`src/ofsr_pkg.sv`:
```
// package of constants and types for the output fault status report block
package ofsr_pkg;
   // ********************************************
   // geometry of the supervised output bytes
   // ********************************************
   localparam int OFSR_NBYTE = 3;                  // bytes 5, 6 and 7 are supervised
   localparam logic [3:0] OFSR_INFO_FIRST = 4'h5;  // alarm information number of first byte
   // ********************************************
   // register offsets
   // ********************************************
   localparam logic [3:0] OFSR_ADDR_CFG = 4'h0;
   localparam logic [3:0] OFSR_ADDR_BASE = 4'h1;
   localparam logic [3:0] OFSR_ADDR_SAFE_BASE = 4'h2;
   localparam logic [3:0] OFSR_ADDR_FLAGS = 4'h3;
   localparam logic [3:0] OFSR_ADDR_PEND = 4'h4;
   // ********************************************
   // configuration fields and reset values
   // ********************************************
   localparam int OFSR_GROUP_LSB = 0;
   localparam int OFSR_PATH_LSB = 8;
   localparam int OFSR_SAFETY_BIT = 16;
   localparam logic [4:0] OFSR_GROUP_MAX = 5'h17;
   localparam logic [3:0] OFSR_PATH_MIN = 4'h1;
   localparam logic [3:0] OFSR_PATH_MAX = 4'h5;
   localparam logic [3:0] OFSR_PATH_EXTRA = 4'h9;
   localparam logic [4:0] OFSR_GROUP_RST = 5'h00;
   localparam logic [3:0] OFSR_PATH_RST = 4'h1;
   localparam logic [15:0] OFSR_BASE_RST = 16'h0000;
   // ********************************************
   // fixed fields of an alarm record
   // ********************************************
   localparam logic [3:0] OFSR_ALARM_TYPE = 4'h0;
   localparam logic [3:0] OFSR_ALARM_SLOT = 4'h1;
   // ********************************************
   // report sequencer states
   // ********************************************
   typedef enum logic [0:0] {
      OFSR_ST_IDLE = 1'b0,
      OFSR_ST_SEND = 1'b1
   } ofsr_state_type;
endpackage

```
`src/ofsr_fault_report.sv`:
```
// output driver protection, fault flags and status alarm reporting
//
// Design decisions made here: the register addresses and the address-and-strobe port.
`timescale 1ns/100ps
// Operation
// - each driver has own protection; overcurrent or overtemperature forces its output off
// - a driver fault never halts the block; only the fault location is reported
// - a protection trip is sent as a status alarm record to the ladder controller
// - alarm data bit one means that bit's driver detected an error, zero none
// - alarm numbers 5, 6, 7 report output bytes base plus 5, 6, 7
// - alarm bit n maps onto output bit n of its byte
// - record carries type 0, group 0 to 23, path 1 to 5 or 9, slot 1
// - safety variant uses same layout relative to the safety output base
module ofsr_fault_report
   import ofsr_pkg::*;
#(
   parameter int NBYTE = OFSR_NBYTE     // supervised output bytes
) (
   input wire logic i_mclk,                      // 10 MHz clock
   input wire logic i_sys_rst,                   // async reset, active high
   input wire logic [3:0] i_addr,                // register address
   input wire logic [31:0] i_wdata,              // register write data
   input wire logic i_wr,                        // write strobe
   input wire logic i_rd,                        // read strobe
   output logic [31:0] o_rdata,                  // read data, cycle after i_rd
   input wire logic [NBYTE*8-1:0] i_do_cmd,      // commanded output bits
   input wire logic [NBYTE*8-1:0] i_ocp,         // overcurrent sense per driver
   input wire logic [NBYTE*8-1:0] i_otp,         // overtemperature sense per driver
   output logic [NBYTE*8-1:0] o_do_drive,        // driver enables after protection
   output logic [NBYTE*8-1:0] o_fault_flags,     // live fault flags
   output logic o_alarm_valid,                   // alarm record offered
   input wire logic i_alarm_ready,               // ladder controller takes record
   output logic [3:0] o_alarm_type,              // record type
   output logic [4:0] o_alarm_group,             // group number
   output logic [3:0] o_alarm_path,              // controller path
   output logic [3:0] o_alarm_slot,              // slot number
   output logic [3:0] o_alarm_info,              // alarm information number
   output logic [15:0] o_alarm_yaddr,            // output byte address of fault
   output logic [7:0] o_alarm_data,              // per-bit fault byte
   output logic o_alarm_safety                   // record refers to safety base
);
   // ********************************************
   // helper functions
   // ********************************************
   // lowest pending byte wins; later bytes wait their turn
   function automatic logic [1:0] pick_low(input logic [NBYTE-1:0] p);
      logic [1:0] r;
      r = 2'h0;
      for (int k = NBYTE - 1; k >= 0; k--) begin
         if (p[k]) begin
            r = 2'(k);
         end
      end
      return r;
   endfunction

   function automatic logic path_ok(input logic [3:0] p);
      return ((p >= OFSR_PATH_MIN) && (p <= OFSR_PATH_MAX)) || (p == OFSR_PATH_EXTRA);
   endfunction

   // ********************************************
   // declarations
   // ********************************************
   logic [NBYTE*8-1:0] trip;
   logic [NBYTE*8-1:0] flags_ff, nxt_flags, drive_ff, nxt_drive;
   logic [NBYTE-1:0] chg, pend_ff, nxt_pend, taken;
   logic [4:0] group_ff, nxt_group;
   logic [3:0] path_ff, nxt_path;
   logic safety_ff, nxt_safety;
   logic [15:0] base_ff, nxt_base, safe_base_ff, nxt_safe_base;
   logic [31:0] rdata_ff, nxt_rdata;
   ofsr_state_type state_ff, nxt_state;
   logic [1:0] sel;
   logic [7:0] sel_byte;
   logic [3:0] info_ff, nxt_info;
   logic [7:0] data_ff, nxt_data;
   logic [15:0] yaddr_ff, nxt_yaddr;
   logic rsafe_ff, nxt_rsafe;

   // ********************************************
   // driver protection and flags
   // ********************************************
   // either sensor trips the driver; there is no latch, so release restores it
   assign trip = i_ocp | i_otp;

   always_comb begin
      nxt_drive = i_do_cmd & ~trip;
      nxt_flags = trip;
   end

   always_ff @(posedge i_mclk or posedge i_sys_rst) begin
      if (i_sys_rst) begin
         drive_ff <= '0;
         flags_ff <= '0;
      end else begin
         drive_ff <= nxt_drive;
         flags_ff <= nxt_flags;
      end
   end

   // per-byte change detection, a new or cleared fault both re-report the byte
   for (genvar b = 0; b < NBYTE; b++) begin : g_chg
      assign chg[b] = nxt_flags[b*8 +: 8] != flags_ff[b*8 +: 8];
   end

   // ********************************************
   // register port
   // ********************************************
   // illegal group or path values are dropped so a record is never malformed
   always_comb begin
      nxt_group = group_ff;
      nxt_path = path_ff;
      nxt_safety = safety_ff;
      nxt_base = base_ff;
      nxt_safe_base = safe_base_ff;
      nxt_rdata = 32'h00000000;
      if (i_wr) begin
         case (i_addr)
            OFSR_ADDR_CFG: begin
               if (i_wdata[OFSR_GROUP_LSB +: 5] <= OFSR_GROUP_MAX) begin
                  nxt_group = i_wdata[OFSR_GROUP_LSB +: 5];
               end
               if (path_ok(i_wdata[OFSR_PATH_LSB +: 4])) begin
                  nxt_path = i_wdata[OFSR_PATH_LSB +: 4];
               end
               nxt_safety = i_wdata[OFSR_SAFETY_BIT];
            end
            OFSR_ADDR_BASE: nxt_base = i_wdata[15:0];
            OFSR_ADDR_SAFE_BASE: nxt_safe_base = i_wdata[15:0];
            default: nxt_base = base_ff;
         endcase
      end
      if (i_rd) begin
         case (i_addr)
            OFSR_ADDR_CFG: begin
               nxt_rdata[OFSR_GROUP_LSB +: 5] = group_ff;
               nxt_rdata[OFSR_PATH_LSB +: 4] = path_ff;
               nxt_rdata[OFSR_SAFETY_BIT] = safety_ff;
            end
            OFSR_ADDR_BASE: nxt_rdata[15:0] = base_ff;
            OFSR_ADDR_SAFE_BASE: nxt_rdata[15:0] = safe_base_ff;
            OFSR_ADDR_FLAGS: nxt_rdata[NBYTE*8-1:0] = flags_ff;
            OFSR_ADDR_PEND: nxt_rdata[NBYTE-1:0] = pend_ff;
            default: nxt_rdata = 32'h00000000;
         endcase
      end
   end

   always_ff @(posedge i_mclk or posedge i_sys_rst) begin
      if (i_sys_rst) begin
         group_ff <= OFSR_GROUP_RST;
         path_ff <= OFSR_PATH_RST;
         safety_ff <= 1'b0;
         base_ff <= OFSR_BASE_RST;
         safe_base_ff <= OFSR_BASE_RST;
         rdata_ff <= 32'h00000000;
      end else begin
         group_ff <= nxt_group;
         path_ff <= nxt_path;
         safety_ff <= nxt_safety;
         base_ff <= nxt_base;
         safe_base_ff <= nxt_safe_base;
         rdata_ff <= nxt_rdata;
      end
   end

   // ********************************************
   // status alarm sequencer
   // ********************************************
   assign sel = pick_low(pend_ff);
   assign sel_byte = flags_ff[sel*8 +: 8];

   // info, data, address and safety bit are snapshotted at load; group and path stay live; a change after that re-arms the byte
   always_comb begin
      nxt_state = state_ff;
      taken = '0;
      nxt_info = info_ff;
      nxt_data = data_ff;
      nxt_yaddr = yaddr_ff;
      nxt_rsafe = rsafe_ff;
      case (state_ff)
         OFSR_ST_IDLE: begin
            if (pend_ff != '0) begin
               taken[sel] = 1'b1;
               nxt_info = OFSR_INFO_FIRST + {2'h0, sel};
               nxt_data = sel_byte;
               nxt_rsafe = safety_ff;
               nxt_yaddr = (safety_ff ? safe_base_ff : base_ff)
                           + {12'h000, OFSR_INFO_FIRST + {2'h0, sel}};
               nxt_state = OFSR_ST_SEND;
            end
         end
         OFSR_ST_SEND: begin
            if (i_alarm_ready) begin
               nxt_state = OFSR_ST_IDLE;
            end
         end
         default: nxt_state = OFSR_ST_IDLE;
      endcase
      // a change in the load cycle survives: set wins over clear
      nxt_pend = (pend_ff & ~taken) | chg;
   end

   always_ff @(posedge i_mclk or posedge i_sys_rst) begin
      if (i_sys_rst) begin
         state_ff <= OFSR_ST_IDLE;
         pend_ff <= '0;
         info_ff <= OFSR_INFO_FIRST;
         data_ff <= 8'h00;
         yaddr_ff <= OFSR_BASE_RST;
         rsafe_ff <= 1'b0;
      end else begin
         state_ff <= nxt_state;
         pend_ff <= nxt_pend;
         info_ff <= nxt_info;
         data_ff <= nxt_data;
         yaddr_ff <= nxt_yaddr;
         rsafe_ff <= nxt_rsafe;
      end
   end

   // ********************************************
   // outputs
   // ********************************************
   // no halt or error output exists: a fault only drops its own driver
   assign o_do_drive = drive_ff;
   assign o_fault_flags = flags_ff;
   assign o_rdata = rdata_ff;
   assign o_alarm_valid = (state_ff == OFSR_ST_SEND);
   assign o_alarm_type = OFSR_ALARM_TYPE;
   assign o_alarm_slot = OFSR_ALARM_SLOT;
   assign o_alarm_group = group_ff;
   assign o_alarm_path = path_ff;
   assign o_alarm_info = info_ff;
   assign o_alarm_yaddr = yaddr_ff;
   assign o_alarm_data = data_ff;
   assign o_alarm_safety = rsafe_ff;

   // ********************************************
   // assertions
   // ********************************************
   property p_trip_off;
      @(posedge i_mclk) disable iff (i_sys_rst)
      (trip != '0) |=> ((o_do_drive & $past(trip)) == '0);
   endproperty
   a_trip_off: assert property (p_trip_off) else $error("tripped driver not off");
   // drivers keep following their command in cycles where no driver is tripped
   property p_healthy_follow;
      @(posedge i_mclk) disable iff (i_sys_rst)
      (trip == '0) |=> (o_do_drive == $past(i_do_cmd));
   endproperty
   a_healthy_follow: assert property (p_healthy_follow) else $error("driver lost command");
   property p_hold_record;
      @(posedge i_mclk) disable iff (i_sys_rst)
      (o_alarm_valid && !i_alarm_ready) |=> o_alarm_valid && $stable(o_alarm_data)
         && $stable(o_alarm_info);
   endproperty
   a_hold_record: assert property (p_hold_record) else $error("alarm record dropped");
   property p_report_soon;
      @(posedge i_mclk) disable iff (i_sys_rst)
      (chg != '0) |=> ##[0:1] o_alarm_valid;
   endproperty
   a_report_soon: assert property (p_report_soon) else $error("fault not reported");
   property p_flag_sets;
      @(posedge i_mclk) disable iff (i_sys_rst)
      (trip != '0) |=> ((o_fault_flags & $past(trip)) == $past(trip));
   endproperty
   a_flag_sets: assert property (p_flag_sets) else $error("fault flag not set");
   // address is checked at load, since software may move the base while a record waits
   property p_info_addr;
      @(posedge i_mclk) disable iff (i_sys_rst)
      (state_ff == OFSR_ST_IDLE) && (pend_ff != '0) && !safety_ff |=> (o_alarm_info >= 4'h5)
         && (o_alarm_info <= 4'h7) && (o_alarm_yaddr == $past(base_ff) + {12'h000, o_alarm_info});
   endproperty
   a_info_addr: assert property (p_info_addr) else $error("bad alarm number or address");
   property p_bitmap;
      @(posedge i_mclk) disable iff (i_sys_rst)
      (state_ff == OFSR_ST_IDLE && pend_ff != '0) |=> (o_alarm_data == $past(sel_byte));
   endproperty
   a_bitmap: assert property (p_bitmap) else $error("alarm byte mismatch");
   property p_record_fields;
      @(posedge i_mclk) disable iff (i_sys_rst)
      o_alarm_valid |-> (o_alarm_type == 4'h0) && (o_alarm_slot == 4'h1)
         && (o_alarm_group <= 5'h17) && path_ok(o_alarm_path);
   endproperty
   a_record_fields: assert property (p_record_fields) else $error("bad record fields");
   property p_safety_addr;
      @(posedge i_mclk) disable iff (i_sys_rst)
      (state_ff == OFSR_ST_IDLE) && (pend_ff != '0) && safety_ff |=> o_alarm_safety
         && (o_alarm_yaddr == $past(safe_base_ff) + {12'h000, o_alarm_info});
   endproperty
   a_safety_addr: assert property (p_safety_addr) else $error("bad safety address");
   property p_flag_clears;
      @(posedge i_mclk) disable iff (i_sys_rst)
      (trip == '0) ##1 (trip == '0) |-> (o_fault_flags == '0);
   endproperty
   a_flag_clears: assert property (p_flag_clears) else $error("fault flag stuck");

endmodule // ofsr_fault_report

```
`config.mk`:
```
export PLATFORM = sky130hd
export DESIGN_NAME = ofsr_fault_report
export DESIGN_NICKNAME = d
export VERILOG_FILES = /design/src/ofsr_pkg.sv /design/src/ofsr_fault_report.sv
export SDC_FILE = /design/constraint.sdc
export NUM_CORES = 1
export LEC_CHECK = 0
export BUFFER_PORTS_ARGS = -buffer_cell sky130_fd_sc_hd__buf_2
export CAP_MARGIN = 5
export CORE_MARGIN = 4
export CORE_UTILIZATION = 50
export CTS_CLUSTER_DIAMETER = 60
export DETAILED_ROUTE_END_ITERATION = 10
export GPL_ROUTABILITY_DRIVEN = 0
export PLACE_DENSITY = 0.84
export SYNTH_ARGS = -nofsm -noshare
export SYNTH_HDL_FRONTEND = slang
export SYNTH_SLANG_ARGS = --single-unit
export TNS_END_PERCENT = 1
```
`constraint.sdc`:
```
create_clock -name i_mclk -period 4.95 [get_ports i_mclk]
set_clock_uncertainty 0.2 [all_clocks]
set_input_delay 0 -clock i_mclk [delete_from_list [all_inputs] [get_ports i_mclk]]
set_output_delay 0 -clock i_mclk [all_outputs]
set_load 0.02 [all_outputs]
```
# After elaboration in Yosys (flattened, before gate mapping)
# Index checks and enable logic that the tools add are counted.
# op_classes
addsub,2
n_lt_le_gt_ge,5
n_eq_ne,8
shifts,1
muxes,19
bitwise_logic,7
reduce_logical,11
# op_table
cell,count
AND 24 bit,1
two-way mux 24 bit,1
inequality test 8 bit,3
NOT 24 bit,1
OR 24 bit,1
variable part select 24 x 6 -> 8 bit,1
adder 16 x 4 -> 16 bit,1
two-way mux 16 bit,1
one-hot mux 4 bit (4 select lines),1
one-hot mux 3 bit (5 select lines),1
one-hot mux 4 bit (3 select lines),1
one-hot mux 3 bit (3 select lines),1
equality test 4 x 2 -> 1 bit (second input constant),2
one-hot mux 2 bit (4 select lines),1
AND reduction 2 bit,4
two-way mux 7 bit,1
two-way mux 2 bit,3
two-way mux 3 bit,2
AND reduction 3 bit,2
<= comparator 5 bit (second input constant),1
adder 3 x 2 -> 4 bit (first input constant),1
equality test 4 x 1 -> 1 bit (second input constant),1
equality test 4 x 3 -> 1 bit (second input constant),1
equality test 4 bit (second input constant),1
15 further kinds,19
# word_totals
reg_bits,155
input_bits,113
out_inout_bits,127
wordCells,67

# Longest topological paths before layout
# Gate-level depths: netlist of the first run.
# logic_depth
depth_word,12
mapped_depth,10

# Worst setup path after synthesis of the first run
# OpenSTA, ideal clock, no wires.
# synth_path
path_kind,reg2reg
startpoint,reg pend_ff[1]
endpoint,reg yaddr_ff[14] (netlist: o_alarm_yaddr[14])
setup_time_ps,95
arrival_ps,2920
setup_slack_ps,1735
stages_incl_launch_ff,10
path_buffers,2
synth_period_minus_slack_ps,3215
path_cell_list,dfrtp_1 or3b_2 clkbuf_1 clkbuf_1 ha_1 fa_1 a21oi_1 or4_4 o31a_1 o31ai_1
# synth_between
elab_chain_len,4
# synth_rtl
element,line,source
from (decl),ofsr_fault_report.sv:66,"logic [NBYTE-1:0] chg, pend_ff, nxt_pend, taken;"
from (signal assigned),ofsr_fault_report.sv:214,pend_ff <= nxt_pend;
two-way mux 2 bit (2 in series),ofsr_fault_report.sv:50,if (p[k]) begin
adder 3 x 2 -> 4 bit,ofsr_fault_report.sv:189,"+ {12'h000, OFSR_INFO_FIRST + {2'h0, sel}};"
adder 16 x 4 -> 16 bit,ofsr_fault_report.sv:189,
to (signal assigned),ofsr_fault_report.sv:217,yaddr_ff <= nxt_yaddr;
to (decl),ofsr_fault_report.sv:77,"logic [15:0] yaddr_ff, nxt_yaddr;"
# Parallel ways exist; a longest one is shown, timed or not.
# A chain may end at the register's enable or synchronous reset.

# Worst setup path in the final report of the first run
# layout_path
startpoint,reg pend_ff[1]
endpoint,reg yaddr_ff[13] (netlist: o_alarm_yaddr[13])
# The elaborated chain is that of the path after synthesis.

==> results.toml, run 1 <==
[status]
status = "complete, no violations"

[floorplan]
rows = 42
pin_count = 240
dieArea_sq_um = 15360
die_h_um = 124.0
coreArea_sq_um = 13190
floorplan.initialDensity_pct = 50.97
die_w_um = 124.0

[worst_setup_path]
crit_chain = "or3b_2 -> ha_1 -> ha_1 -> nand3_1 -> a22oi_1 -> and3_1 -> o311ai_0"
criticalPathCategory = "flip-flop to flip-flop"
required_ns = 5.00
critical-path-top-delay-family = "simple AND/OR/NAND/NOR gates"
cp.arrival_ns = 3.44
critical_path.n_buffers_inverters = 0
max_stage_delay_ns = 0.68
crit_top_cell = "ha_1"
cp_max_fo = 17
cp_slowest_cell = "or3b_2"
start_kind = "flip-flop"
worst_setup_path_end_kind = "flip-flop"

[routing]
wl_per_cell_um = 21.34
drt_first_pass_iters = 6
drc = 0
detail-route-antenna-nets = 0
dr_total_vias = 6379
drt_iter0_markers = 725
wl_um = 23830
routed_via_density = 5.711

[synth]
synth_ff_type = "dfrtp_1"
synthMuxAreaShare_pct = 9.231
yosys.area_share.xor_xnor_pct = 3.648
synth-compound-area-share_pct = 11.45
synth_common_cells = "dfrtp_1 (144), nand2_1 (45), nor2_1 (45)"
synth.distinct_cells = 60
ys_async_sr_fraction_pct = 100.0
yosysSeqAreaShare_pct = 54.77
avgSynthCellArea_sq_um = 11.26
yosys.area_share.adder_pct = 1.042
ys_seq_elements = 147
synth_area_leaders = "dfrtp_1 (54%), mux2_2 (6.7%), xnor2_1 (2.6%)"
yosysTopAreaCell = "dfrtp_1"
mappedNetlistArea_sq_um = 6723
yosysMostFrequentCell = "dfrtp_1"
synth_top_family_by_area = "simple AND/OR/NAND/NOR gates"
synth_edf_count = 0
yosys.area_share.simple_pct = 14.67
synthCells = 597
yosys_warnings = 0
synth_top_area_share_pct = 53.60

[global_routing]
met2_usage_pct = 49.54
gr-usage-met3_pct = 6.630
grt_max_degree = 92
grt_pass1_wl_um = 35600
use_met1_pct = 38.70
top_usage_layer = "met2"
grt-ovfl-total = 0
grt_pass1_vias = 6453
grt.total_usage_pct = 30.89
antenna_found_initial = 2

[clock_tree]
cts_resized = 0
cts_tree = "built"
clock_latency_ns = 0.42
clk_pin_slew_ns = 0.06
cts.path.max_buffers = 2
cts-buffers-inserted = 17
clkSinkCount = 147
clockRootBuffer = "clkbuf_16"
cts-htree-levels = 4

[placement]
place_hpwl_um = 13390
placedCellCount = 960
io_buffer_count = 208

[layout]
stdcell_count = 1117
nets = 1044
fill_cells = 834
drive_gt1_share_pct = 32.30
syn_to_final_growth_pct = 43.79

[sta]
worst_slew_pin_slew_ns = 1.032
finalHoldViolations = 0
drv_slew = 0
relSlewSlack_pct = 31.17
min_period_over_period_pct = 68.40
min_period_ns = 3.386
tns_ns = 0
rsz0062_at_grt = "false"
fmax_ghz = 0.2953
setup_viol = 0

[power]
peakVddDrop_mv = 0.2629
cellLeakagePower_nw = 4.757
p_per_area_nw_per_um2 = 407.5

[min_path]
hold_path.class = "primary input to asynchronous set/reset pin"

[run]
cap_violations = 0
[cell type report]
cell class	instances	area, sq um	share of cell area (%)
clock buffer	23	478.0	4.944
multi-input combinational	395	2755	28.50
clock inverter	8	100.1	1.035
timing repair buffer	336	2310	23.89
tap	176	220.2	2.278
inverter	29	113.9	1.178
antenna	3	7.507	0.07766
sequential	147	3682	38.09
[state kept, by name, summed over array words and instances (netlist names), 4 cells and up]
signal / flops
base_ff: 16
o_alarm_data: 8
o_alarm_yaddr: 16
o_alarm_info: 4
o_do_drive: 24
o_alarm_path: 4
safe_base_ff: 16
o_rdata: 24
o_fault_flags: 24
o_alarm_group: 5
[placed cells by master, fill, tap and decap left out, types with 11 or more instances in the layout]
master	count
xnor2_1	20
conb_1	17
mux2i_1	17
dlygate4sd3_1	123
a21oi_1	12
dfrtp_1	144
inv_1	28
nor2_1	45
o21ai_0	14
a222oi_1	16
and2_1	18
nand2_1	45
a211oi_1	11
clkbuf_16	17
mux2_2	40
or2_2	11
buf_2	208
[power breakdown]
group	internal (mW)	switching, mW	leakage, nW
sequential	1.40	0.181	1.80
clock	0.780	0.507	0.283
combinational	0.438	0.633	2.67
[logic make-up (layout without fill, tap and decap cells)]
family | count (synthesis) | count (layout)
flip-flops | 147 | 147
XOR/XNOR | 28 | 28
other | 2 | 20
multiplexers | 57 | 57
buffers and inverters | 70 | 396
AO/OA/AOI/OAI | 102 | 102
AND/OR/NAND/NOR | 186 | 186
adder cells (fa/ha/maj) | 5 | 5
[worst min-delay path: stages]
cell and delay (ns):
dlygate4sd3_1 0.53, buf_2 0.14, inv_6 0.55
[through the flow]
step,area [sq um],total power [mW],utilization (%),worst slack [ns],hold WS (ns)
2_1_floorplan,6779,2.228,-,0.8036,-0.1109
3_3_place_gp,7850,2.524,59.51,1.653,-0.01530
3_5_place_dp,7850,2.556,59.51,1.615,-0.01162
4_1_cts,9659,3.886,73.23,1.612,0.04886
5_1_grt,9664,4.109,73.27,1.333,0.1194
6_report,9667,3.939,73.29,1.564,0.1006
[repair_timing]
action	CTS	global route
setup buffers	0	0
hold buffers	123	0
hold endpoints to repair	200	0
[path summary, 6_finish.rpt]
path	start	end	slack (ns)	depth (start not counted)
setup / recovery	pend_ff[1]$_DFF_PP0_	o_alarm_yaddr[13]$_DFFE_PP0P_	1.56	7
hold / removal	i_sys_rst	o_alarm_yaddr[11]$_DFFE_PP0P_	0.10	3
setup reg to reg	pend_ff[1]$_DFF_PP0_	o_alarm_yaddr[13]$_DFFE_PP0P_	1.56	7
hold reg to reg	o_alarm_data[6]$_DFFE_PP0P_	o_alarm_data[6]$_DFFE_PP0P_	0.27	1
max in group asynchronous	i_sys_rst	o_alarm_yaddr[9]$_DFFE_PP0P_	3.15	4
min in group i_mclk	i_alarm_ready	o_alarm_valid$_DFF_PP0_	0.11	3
[metal layers]
metal,share of wire [%],up-vias,wire (um)
li1,-,2747,-
met1,37,3078,8720
met2,49,447,11600
met3,9.1,107,2158
met4,5.7,0,1356
met5,0,-,0
(Power assumes the default switching activity.)
==> run 2, diff against run 1 <==
Settings changed: CORE_UTILIZATION 50 to 45, PLACE_DENSITY 0.84 to 0.8.
Clock period 4.95 ns to 3 ns, I/O delays scaled along.
==> results.toml, run 2 (synthesis gave the netlist of run 1 again) <==
[status]
status = "complete, no violations"

[global_routing]
grt_pass1_vias = 6287
grt_max_degree = 39
antenna_found_initial = 0
grt.total_usage_pct = 26.49
grt_pass1_wl_um = 34130
grt-ovfl-total = 0

[routing]
routed_via_density = 5.454
dr_total_vias = 6218
drt_iter0_markers = 456
drt_first_pass_iters = 5
wl_per_cell_um = 19.84
wl_um = 22610
detail-route-antenna-nets = 0
drc = 0

[power]
power_frac_clock_pct = 31.3
intPower_mw = 4.236
peakVddDrop_mv = 0.4909
p_per_area_nw_per_um2 = 652.6
switching_share_pct = 33.94
p_sw_mw = 2.176
p_seq_share_pct = 40.6
p_comb_share_pct = 28.0
cellLeakagePower_nw = 4.821

[sta]
relSlewSlack_pct = 45.65
setup_viol = 0
tns_ns = 0
finalHoldViolations = 0
min_period_ns = 2.916
rsz0062_at_grt = "false"
worst_slew_pin_slew_ns = 0.8117
min_period_over_period_pct = 97.20
drv_slew = 0
fmax_ghz = 0.3429

[worst_setup_path]
required_ns = 3.13
start_kind = "flip-flop"
cp.arrival_ns = 3.04
worst_setup_path_end_kind = "flip-flop"
criticalPathCategory = "flip-flop to flip-flop"
cp_max_fo = 4

[layout]
fin_util_pct = 67.34
final_common_cell = "buf_2"
drive_gt1_share_pct = 33.19
post-route-cell-area_sq_um = 9824
final_cell_mix = "buf_2 (208), dfrtp_1 (144), dlygate4sd3_1 (128)"
nets = 1061
syn_to_final_growth_pct = 46.14
fill_cells = 1018

[clock_tree]
post_cts_buffers = 0
cts-htree-levels = 4
clockRootBuffer = "clkbuf_16"
clkSinkCount = 147
clock_latency_ns = 0.43
cts-buffers-inserted = 17
clk_pin_slew_ns = 0.06
cts_tree = "built"
cts.path.max_buffers = 2

[floorplan]
die_h_um = 130.2
dieArea_sq_um = 16960
rows = 44
coreArea_sq_um = 14590
die_w_um = 130.2
pin_count = 240
floorplan.initialDensity_pct = 46.08

[run]
cap_violations = 0

[placement]
placed_area_sq_um = 7974
place_hpwl_um = 14050
io_buffer_count = 208

[min_path]
hold_path.class = "primary input to flip-flop"
-- run 2: cell types whose count changed in the layout (fill, tap and decap cells not counted), sizes merged, moves of 2 or more --
cell         before  now
clkbuf           23   20
buf             213  225
clkinvlp          1    6
diode             3    1
dlygate4sd3     123  128
-- run 2: power groups by stage --
stage               Combinational (mW)  Clock [mW]  Sequential, mW
floorplan                        0.864           0            2.81
global placement                  1.62           0            2.61
detailed placement                1.65           0            2.62
CTS                               1.78        2.01            2.59
global route                      1.95        2.11            2.65
finish                            1.80        2.01            2.61
-- run 2: repair_timing --
item,in CTS,in global routing
resized for setup,0,1
endpoints found under the hold margin,177,0
hold buffers,128,0
setup endpoints to repair,0,1
-- run 2: critical path, cell delays in order, from the launching register on --
cell and delay (ns):
dfrtp_1 0.38, or3b_2 0.52, ha_4 0.31, fa_1 0.21, a21oi_1 0.13, or4_4 0.56, o31a_1 0.31, o31ai_1 0.18
-- run 2: cell type report --
class                      instances  area (sq um)  area share, %
antenna                            1         2.502        0.02547
clock buffer                      20         446.7          4.547
clock inverter                    11         107.6          1.095
inverter                          29         112.6          1.146
multi-input combinational        395          2768          28.17
sequential                       147          3682          37.48
tap                              184         230.2          2.343
timing repair buffer             353          2475          25.19
-- run 2: worst paths after layout --
kind                       cells past startpoint                            end                       start  slack [ns]
setup / recovery                               7  o_alarm_yaddr[14]$_DFFE_PP0P_        pend_ff[1]$_DFF_PP0_        0.08
hold / removal                                 5           pend_ff[2]$_DFF_PP0_                   i_otp[21]        0.01
min in group asynchronous                      3    o_alarm_info[3]$_DFFE_PP0P_                   i_sys_rst        0.06
setup reg to reg                               7  o_alarm_yaddr[14]$_DFFE_PP0P_        pend_ff[1]$_DFF_PP0_        0.08
max in group asynchronous                      4    o_alarm_data[7]$_DFFE_PP0P_                   i_sys_rst        1.63
hold reg to reg                                2     o_alarm_safety$_DFFE_PP0P_  o_alarm_safety$_DFFE_PP0P_        0.27
-- run 2: layer usage --
| layer | up-vias | part of all wire [%] | global-route usage (%) |
|---|---|---|---|
| li1 | 2788 | - | - |
| met1 | 3044 | 39 | 33.44 |
| met2 | 327 | 49 | 43.12 |
| met3 | 59 | 8.5 | 6.918 |
| met4 | 0 | 3.8 | 11.55 |
| met5 | - | 0 | 0 |
-- run 2: per-stage QoR --
stage	hold slack (ns)	power, mW	instances	setup slack [ns]
floorplan	-0.1109	3.677	612	-0.2150
global placement	-0.03106	4.228	980	0.1504
detailed placement	-0.02790	4.270	980	0.09445
CTS	0.01059	6.381	1139	0.05264
global route	0.04344	6.710	1139	0.04807
finish	0.01348	6.412	1140	0.08409
